`config.mk`:
```
export PLATFORM = sky130hd
export DESIGN_NAME = ssam_core_state
export DESIGN_NICKNAME = d
export VERILOG_FILES = /design/src/ssam_pkg.sv /design/src/ssam_core_state.sv /design/src/ssam_addr_decode.sv
export SDC_FILE = /design/constraint.sdc
export NUM_CORES = 1
export LEC_CHECK = 0
export BUFFER_PORTS_ARGS = -buffer_cell sky130_fd_sc_hd__clkbuf_2
export CAP_MARGIN = 20
export CORE_ASPECT_RATIO = 0.75
export CORE_MARGIN = 2
export CORE_UTILIZATION = 40
export DETAILED_ROUTE_END_ITERATION = 16
export PLACE_DENSITY = 0.85
export REMOVE_ABC_BUFFERS = 1
export SLEW_MARGIN = 20
export SYNTH_ARGS = -nofsm -noshare
export SYNTH_HDL_FRONTEND = slang
export SYNTH_SLANG_ARGS = --single-unit
```
`constraint.sdc`:
```
create_clock -name i_ref_clk -period 3.8 [get_ports i_ref_clk]
set_input_delay 0.38 -clock i_ref_clk [delete_from_list [all_inputs] [get_ports i_ref_clk]]
set_output_delay 0.38 -clock i_ref_clk [all_outputs]
set_load 0.1 [all_outputs]
```
`src/ssam_pkg.sv`:
```
// Shared constants, enums and carrier structs for the stack select and address map block.
// Assumes a single 100 MHz core clock; all users reference items as ssam_pkg::name.
package ssam_pkg;

  // Stack select control register layout
  localparam int          CTRL_SPSEL_BIT = 1;
  localparam logic        CTRL_SPSEL_RST = 1'b0;
  localparam logic [31:0] CTRL_RESET     = 32'h0000_0000;

  // Current exception number field
  localparam int         EXC_NUM_W  = 6;
  localparam logic [5:0] EXC_THREAD = 6'h00;
  localparam int         EXC_FIRST  = 2;
  localparam int         EXC_COUNT  = 48;

  // Fixed region boundaries of the 4GB map
  localparam logic [31:0] SRAM_BASE     = 32'h2000_0000;
  localparam logic [31:0] PERIPH_BASE   = 32'h4000_0000;
  localparam logic [31:0] EXT_RAM_BASE  = 32'h6000_0000;
  localparam logic [31:0] EXT_DEV_BASE  = 32'hA000_0000;
  localparam logic [31:0] PPR_BASE      = 32'hE000_0000;
  localparam logic [31:0] DEVICE_BASE   = 32'hE010_0000;
  // Window inside the private region kept for core peripheral registers
  localparam logic [31:0] PPR_CORE_BASE = 32'hE000_E000;
  localparam logic [31:0] PPR_CORE_END  = 32'hE000_F000;

  typedef enum logic [2:0] {
    REG_CODE    = 3'h0,
    REG_SRAM    = 3'h1,
    REG_PERIPH  = 3'h2,
    REG_EXT_RAM = 3'h3,
    REG_EXT_DEV = 3'h4,
    REG_PPR     = 3'h5,
    REG_DEVICE  = 3'h6
  } ssam_region_e;

  typedef enum logic [1:0] {
    SZ_BYTE = 2'h0,
    SZ_HALF = 2'h1,
    SZ_WORD = 2'h2,
    SZ_BAD  = 2'h3
  } ssam_size_e;

  typedef struct packed {
    logic        wr;
    logic [31:0] data;
  } ssam_sreg_s;

  typedef struct packed {
    logic       valid;
    logic [5:0] num;
    logic       to_psp;
  } ssam_ret_s;

  typedef struct packed {
    logic        valid;
    logic        write;
    logic        fetch;
    ssam_size_e  size;
    logic [31:0] addr;
    logic [31:0] wdata;
  } ssam_acc_s;

  typedef struct packed {
    logic         valid;
    logic         write;
    logic         core;
    ssam_region_e region;
    logic [31:0]  addr;
    logic [3:0]   lanes;
    logic [31:0]  wdata;
  } ssam_bus_s;

endpackage

```
`src/ssam_core_state.sv`:
```
// Core state logic: stack select control, current exception number, fixed-priority
// exception take, and the little-endian data path with region decode.
// Assumes the instruction unit drives all inputs from logic on i_ref_clk.
//
// Operation
// - Control bit 1 chooses main stack when clear, process stack when set.
// - In Handler mode the stack select bit reads zero and ignores writes.
// - Handler mode always runs on the main stack pointer.
// - Exception entry and return both update the stack select control register.
// - After reset Thread mode uses main stack until software changes it.
// - Every exception other than reset is serviced in Handler mode.
// - Core with interrupt controller prioritises exceptions and redirects program flow.
// - Data path carries 32-bit words, 16-bit halfwords and 8-bit bytes.
// - All data accesses use little-endian byte order.
// - Instruction fetches and private region accesses are always little-endian.
// - Address map is a fixed 4GB, 32-bit space that cannot move.
// - Code, SRAM, peripheral, external RAM, external device regions at fixed bases.
// - A 6-bit exception number: zero is Thread, nonzero is Handler.
`timescale 1ns/1ps
module ssam_core_state
#(
  parameter int EXC_COUNT = ssam_pkg::EXC_COUNT
)
(
  input  wire logic                   i_ref_clk,
  input  wire logic                   i_reset,
  input  wire ssam_pkg::ssam_sreg_s   i_sreg,
  input  wire logic [EXC_COUNT-1:0]   i_exc_pend,
  input  wire logic                   i_take_en,
  input  wire ssam_pkg::ssam_ret_s    i_exc_ret,
  input  wire ssam_pkg::ssam_acc_s    i_acc,
  input  wire logic                   i_bus_rvalid,
  input  wire logic [31:0]            i_bus_rdata,
  output logic [31:0]                 o_ctrl_rdata,
  output logic                        o_use_psp,
  output logic                        o_handler,
  output logic [5:0]                  o_exc_num,
  output logic                        o_exc_take,
  output logic [5:0]                  o_exc_take_num,
  output logic                        o_entry_from_psp,
  output ssam_pkg::ssam_bus_s         o_bus,
  output logic                        o_fault,
  output logic                        o_rd_valid,
  output logic [31:0]                 o_rd_data
);

  typedef struct packed {
    logic                  spsel;
    logic [5:0]            exc_num;
    logic                  take;
    logic [5:0]            take_num;
    logic                  entry_psp;
    ssam_pkg::ssam_bus_s   bus;
    logic                  fault;
    logic [1:0]            rd_off;
    ssam_pkg::ssam_size_e  rd_size;
    logic                  rd_valid;
    logic [31:0]           rd_data;
  } ssam_state_s;

  ssam_state_s             state_ff;
  ssam_state_s             nxt_state;
  logic [6:0]              pick_w;
  logic                    handler_w;
  ssam_pkg::ssam_region_e  region_w;
  logic                    xn_w;
  logic                    core_w;
  logic                    misalign_w;
  logic                    acc_fault_w;
  logic [31:0]             shifted_w;

  // Lowest set exception number wins; bits below the first real number are ignored
  function automatic logic [6:0] pick_pending(input logic [EXC_COUNT-1:0] pend);
    logic [6:0] r;
    r = 7'h00;
    for (int i = EXC_COUNT - 1; i >= ssam_pkg::EXC_FIRST; i--)
    begin
      if (pend[i])
        r = {1'b1, 6'(i)};
    end
    return r;
  endfunction

  // Byte lanes for a size at a byte offset, lane 0 holding the lowest address
  function automatic logic [3:0] lanes_of(input ssam_pkg::ssam_size_e sz,
                                          input logic [1:0] off);
    logic [3:0] l;
    case (sz)
      ssam_pkg::SZ_BYTE: l = 4'(4'h1 << off);
      ssam_pkg::SZ_HALF: l = 4'(4'h3 << off);
      ssam_pkg::SZ_WORD: l = 4'hF;
      default:           l = 4'h0;
    endcase
    return l;
  endfunction

  ssam_addr_decode u_decode
  (
    .i_addr   (i_acc.addr),
    .o_region (region_w),
    .o_xn     (xn_w),
    .o_core   (core_w)
  );

  // Nonzero exception number means Handler mode
  assign handler_w = (state_ff.exc_num != ssam_pkg::EXC_THREAD);
  assign pick_w    = pick_pending(i_exc_pend);

  // Alignment check; private region only takes whole words
  always_comb
  begin
    case (i_acc.size)
      ssam_pkg::SZ_BYTE: misalign_w = 1'b0;
      ssam_pkg::SZ_HALF: misalign_w = i_acc.addr[0];
      ssam_pkg::SZ_WORD: misalign_w = (i_acc.addr[1:0] != 2'h0);
      default:           misalign_w = 1'b1;
    endcase
  end

  assign acc_fault_w = misalign_w ||
                       (region_w == ssam_pkg::REG_PPR && i_acc.size != ssam_pkg::SZ_WORD) ||
                       (i_acc.fetch && xn_w);

  // Read data moved down from its lanes; lowest address is the low byte
  assign shifted_w = i_bus_rdata >> {state_ff.rd_off, 3'b000};

  // Next-state logic for all core state
  always_comb
  begin
    nxt_state          = state_ff;
    nxt_state.take     = 1'b0;
    nxt_state.bus      = '0;
    nxt_state.fault    = 1'b0;
    nxt_state.rd_valid = 1'b0;

    // Return has priority over a new take: the core finishes unstacking first
    if (i_exc_ret.valid && handler_w)
    begin
      nxt_state.exc_num = i_exc_ret.num;
      // Resuming Thread restores its stack choice; a nested handler stays on main
      nxt_state.spsel = (i_exc_ret.num == ssam_pkg::EXC_THREAD) ? i_exc_ret.to_psp
                                                                 : 1'b0;
    end
    else if (i_take_en && pick_w[6] &&
             (!handler_w || pick_w[5:0] < state_ff.exc_num))
    begin
      nxt_state.take      = 1'b1;
      nxt_state.take_num  = pick_w[5:0];
      nxt_state.exc_num   = pick_w[5:0];
      nxt_state.entry_psp = state_ff.spsel;    // Kept for the return code
      nxt_state.spsel     = 1'b0;
    end
    else if (i_sreg.wr && !handler_w)
    begin
      nxt_state.spsel = i_sreg.data[ssam_pkg::CTRL_SPSEL_BIT];
    end
    // Writes while in Handler mode fall through untouched

    // Access request: fault blocks the bus strobe so nothing reaches a slave
    if (i_acc.valid)
    begin
      if (acc_fault_w)
      begin
        nxt_state.fault = 1'b1;
      end
      else
      begin
        nxt_state.bus.valid  = 1'b1;
        nxt_state.bus.write  = i_acc.write;
        nxt_state.bus.core   = core_w;
        nxt_state.bus.region = region_w;
        nxt_state.bus.addr   = i_acc.addr;
        nxt_state.bus.lanes  = lanes_of(i_acc.size, i_acc.addr[1:0]);
        nxt_state.bus.wdata  = i_acc.wdata << {i_acc.addr[1:0], 3'b000};
        nxt_state.rd_off     = i_acc.addr[1:0];
        nxt_state.rd_size    = i_acc.size;
      end
    end

    // Read return: zero-extended, low byte from the lowest address
    if (i_bus_rvalid)
    begin
      nxt_state.rd_valid = 1'b1;
      case (state_ff.rd_size)
        ssam_pkg::SZ_BYTE: nxt_state.rd_data = {24'h000000, shifted_w[7:0]};
        ssam_pkg::SZ_HALF: nxt_state.rd_data = {16'h0000, shifted_w[15:0]};
        default:           nxt_state.rd_data = shifted_w;
      endcase
    end
  end

  // Single state register; reset lands in Thread mode on the main stack
  always_ff @(posedge i_ref_clk or posedge i_reset)
  begin
    if (i_reset)
    begin
      state_ff       <= '0;
      state_ff.spsel <= ssam_pkg::CTRL_SPSEL_RST;
    end
    else
    begin
      state_ff <= nxt_state;
    end
  end

  // Control read view: bit 1 forced low in Handler mode, other bits reserved zero
  always_comb
  begin
    o_ctrl_rdata = ssam_pkg::CTRL_RESET;
    o_ctrl_rdata[ssam_pkg::CTRL_SPSEL_BIT] = state_ff.spsel && !handler_w;
  end

  // Active pointer choice; Handler mode never selects the process stack
  assign o_use_psp        = state_ff.spsel && !handler_w;
  assign o_handler        = handler_w;
  assign o_exc_num        = state_ff.exc_num;
  assign o_exc_take       = state_ff.take;
  assign o_exc_take_num   = state_ff.take_num;
  assign o_entry_from_psp = state_ff.entry_psp;
  assign o_bus            = state_ff.bus;
  assign o_fault          = state_ff.fault;
  assign o_rd_valid       = state_ff.rd_valid;
  assign o_rd_data        = state_ff.rd_data;

endmodule

```
`src/ssam_addr_decode.sv`:
```
// Combinational decoder of the fixed, non-relocatable 32-bit address map.
// Assumes a full byte address; gives region, execute-never and core window flags.
`timescale 1ns/1ps
module ssam_addr_decode
(
  input  wire logic [31:0]           i_addr,
  output ssam_pkg::ssam_region_e     o_region,
  output logic                       o_xn,
  output logic                       o_core
);

  // Region select by ascending base; no programmable remap exists
  always_comb
  begin
    if (i_addr < ssam_pkg::SRAM_BASE)
      o_region = ssam_pkg::REG_CODE;
    else if (i_addr < ssam_pkg::PERIPH_BASE)
      o_region = ssam_pkg::REG_SRAM;
    else if (i_addr < ssam_pkg::EXT_RAM_BASE)
      o_region = ssam_pkg::REG_PERIPH;
    else if (i_addr < ssam_pkg::EXT_DEV_BASE)
      o_region = ssam_pkg::REG_EXT_RAM;
    else if (i_addr < ssam_pkg::PPR_BASE)
      o_region = ssam_pkg::REG_EXT_DEV;
    else if (i_addr < ssam_pkg::DEVICE_BASE)
      o_region = ssam_pkg::REG_PPR;
    else
      o_region = ssam_pkg::REG_DEVICE;
  end

  // Only code, SRAM and external RAM may hold programs
  assign o_xn = !(o_region == ssam_pkg::REG_CODE || o_region == ssam_pkg::REG_SRAM ||
                  o_region == ssam_pkg::REG_EXT_RAM);

  // Core peripheral window carved from the private region
  assign o_core = (i_addr >= ssam_pkg::PPR_CORE_BASE) &&
                  (i_addr < ssam_pkg::PPR_CORE_END);

endmodule

```
==> metrics.md <==
| Metric | Value |
|---|---|
| Post-CTS Hold Buffers | `0` |
| CP Class | `input port to flop` |
| Worst path slowest cell | `or4_1` |
| Tcrit/Tclk final | `87.2%` |
| Synth Instances | `767` |
| Via density | `5.00` |
| Yosys cell types | `54` |
| Max-cap violations | `0` |
| Post-route non-filler standard cell count | `1187` |
| Yosys reg bits | `127` |
| Post-synthesis mux area share | `6.43%` |
| Core Util, Final | `48.1%` |
| Most common library cells after synthesis | `150 x buf_4, 127 x dfrtp_1, 61 x nor2_1` |
| CTS tree | `built` |
| Synthesized area per cell | `9.44 µm²` |
| Unrepaired setup endpoints after global routing | `false` |
| Flop-to-flop setup slack | `1.48 ns` |
| Comb pwr share | `35.5%` |
| Slew HR | `39.7%` |
| Sw frac | `44.0%` |
| Post-DRT Antenna Nets | `0` |
| Die Ht | `121 µm` |
| Most common cell in the netlist | `buf_4` |
| Num rows | `42` |
| Clock skew | `0.00718 ns` |
| Pwr/cell area | `572 nW/µm²` |
| Final Hold Fails | `0` |
| CTS sink cnt | `127` |
| Design Area, Final | `8520 µm²` |
| Crit path time final | `3.31 ns` |
| Worst path cell trace | `clkbuf_2, or4_1, nor4b_1, buf_4, nand2b_1, a31oi_1, a211oi_1, ha_1, a211oi_1, o21ai_0, nand3_1, and3_4, o21ai_0, or4_1, o211ai_1` |
| Ys flop type | `dfrtp_1` |
| Clock latency on the worst-skew pair | `0.41 ns` |
| Die width | `159 µm` |
| Slew at the pin closest to its max-slew limit | `0.905 ns` |
| Post-CTS Setup Inserts | `0` |
| Die Area | `19200 µm²` |
| Clock transition at path regs | `0.06 ns` |
| Routed WL | `18700 µm` |
| DP Cell Count | `1155` |
| Drt pass-1 iters | `4` |
| Largest delay contributor family on the critical path | `simple AND/OR/NAND/NOR gates` |
| Wirelength per Cell | `15.8 µm` |
| Layout cells sized above 1 | `36.8%` |
| Vias in the first global route | `5754` |
| Resize count post-CTS | `0` |
| Share of the synthesized area in the top cell type | `43.9%` |
| Core region area | `17700 µm²` |
| Initial antenna violation count | `0` |
| Count of buffers from port buffering | `285` |
| Residual DRC count | `0` |
| EDFF count, synth | `0` |
| Critical Path Source Type | `input port` |
| Post-synth ARST share | `100%` |
| Total CTS buffers | `17` |
| Synth Warn # | `0` |
| Part of the power in the clock network | `32.9%` |
| CP max FO | `5` |
| CP Buf/Inv Count | `2` |
| Status | `completed` |
| Synth Cell Area | `7240 µm²` |
| VDD IR max | `324 µV` |
| Sequential fraction of the synthesis area | `43.9%` |
| Gr usage total | `19.3%` |
| GPL Wtd Cong | `0.925` |
| Global-route wire length before repair | `29400 µm` |
| Pin count of the biggest net entering global routing | `104` |
| Slew Limit Fails | `0` |
| Worst min-delay path class | `input port to asynchronous set/reset pin` |
| Ant diodes | `0` |
| Sequential Power Share | `31.6%` |
| Leak pwr | `4.55 nW` |
| Largest family of logic cells by synthesized area | `buffers and inverters` |
| Area Growth Syn to Fin | `17.7%` |
| Post-synthesis compound-gate area fraction | `13.0%` |
| Root Buffer | `clkbuf_16` |
| Placed cell area | `7930 µm²` |
| Post-synthesis adder-cell area fraction | `0.864%` |
| Starting DRT DRC Count | `381` |
| Setup TNS | `0 ns` |
| NetSw | `2.14 mW` |
| HPWL Detailed | `14500 µm` |
| Synth top area cells | `dfrtp_1 44%, buf_4 16%, mux2i_1 4.6%, nor2_1 3.2%, a211oi_1 2.8%` |
| Post-synth top area cell | `dfrtp_1` |
| H-tree Lvls | `4` |
| Max Freq | `302 MHz` |
| Post-Synth XOR/XNOR Area | `0%` |
| Nets@finish | `1131` |
| Synth Area in Simple Gates | `16.1%` |
| Design internal power | `2.73 mW` |
| Total gr overflow | `0` |
| Clk buf depth | `2` |
| Final Setup Violations | `0` |
| # fillers | `1668` |
| Crit. End Element | `flop` |
| Via count | `5938` |
| Top-level port count | `350` |
| Starting Density | `40.9%` |
| WP data required | `4.12 ns` |
| Data arrival, critical path | `3.64 ns` |
| CP peak stage delay | `0.55 ns` |
==> placed cells by master, fill, tap and decap left out, types with 6 or more instances in the layout <==
cell	count
o22ai_1	16
nor2b_1	22
dfrtp_1	127
clkbuf_16	17
nand2_1	30
inv_6	8
and2_1	9
clkbuf_2	285
a21oi_1	38
nand3_1	7
conb_1	31
o211ai_1	6
buf_4	11
nor3_1	11
inv_1	48
a211oi_1	27
o21ai_0	24
nand2b_1	6
and3_1	32
or4_1	7
nor4_1	12
nor2_1	61
mux2i_1	33
mux2_2	8
==> power by group through the flow <==
| stage | registers [mW] | clock network [mW] | logic, mW |
|---|---|---|---|
| 6_report | 1.54 | 1.60 | 1.73 |
| 3_5_place_dp | 1.57 | 0 | 1.73 |
| 5_1_grt | 1.56 | 1.71 | 1.81 |
| 3_3_place_gp | 1.56 | 0 | 1.71 |
| 2_1_floorplan | 2.44 | 0 | 0.462 |
| 4_1_cts | 1.54 | 1.66 | 1.73 |
==> through the flow <==
stage	total power [mW]	setup WS (ns)	hold slack, ns
6_report	4.87	0.487	0.164
2_1_floorplan	2.90	0.0357	0.411
5_1_grt	5.08	0.266	0.184
4_1_cts	4.93	0.585	0.174
3_5_place_dp	3.29	0.184	0.467
3_3_place_gp	3.27	0.278	0.463
==> cell type report <==
type | instances | area, µm² | share of cell area, %
flip-flops and latches | 127 | 3180 | 37.3
multi-input cells | 440 | 2750 | 32.2
repair buffers | 296 | 1510 | 17.7
clock buffers | 17 | 425 | 4.99
well taps | 242 | 303 | 3.55
inverters | 50 | 195 | 2.29
clock inverters | 15 | 165 | 1.94
==> worst paths after layout <==
check                                         start                        to  cells after the start
min reg2reg                state_ff[35]$_DFFE_PP0P_  state_ff[35]$_DFFE_PP0P_                      1
max reg2reg                o_exc_num[0]$_DFFE_PP0P_  o_exc_num[2]$_DFFE_PP0P_                      6
min                                         i_reset       o_bus[20]$_DFF_PP0_                      2
min in group i_ref_clk                    i_acc[67]       o_bus[72]$_DFF_PP0_                      2
max                                   i_exc_pend[7]  o_exc_num[0]$_DFFE_PP0P_                     15
max in group asynchronous                   i_reset  o_rd_data[4]$_DFFE_PP0P_                      3
==> logic make-up after synthesis <==
family,after synthesis
other,1
flip-flops,127
AND/OR/NAND/NOR,215
adder cells (fa/ha/maj),5
AO/OA/AOI/OAI,145
buffers and inverters,230
multiplexers,44
==> routing by layer <==
metal	wire length (µm)	vias to the layer above	global-route usage, %
met4	158	0	5.17
met5	0	-	0
met1	8260	2849	25.7
met2	8710	265	30.0
met3	1630	14	6.93
li1	-	2810	-
==> state kept, by name (all words and copies together), names as in the netlist <==
signal,cells
o_rd_data,32
o_exc_num,6
o_fault,1
o_entry_from_psp,1
o_exc_take_num,6
o_rd_valid,1
state_ff,5
o_bus,74
o_exc_take,1
Power figures use the tool's default switching activity.
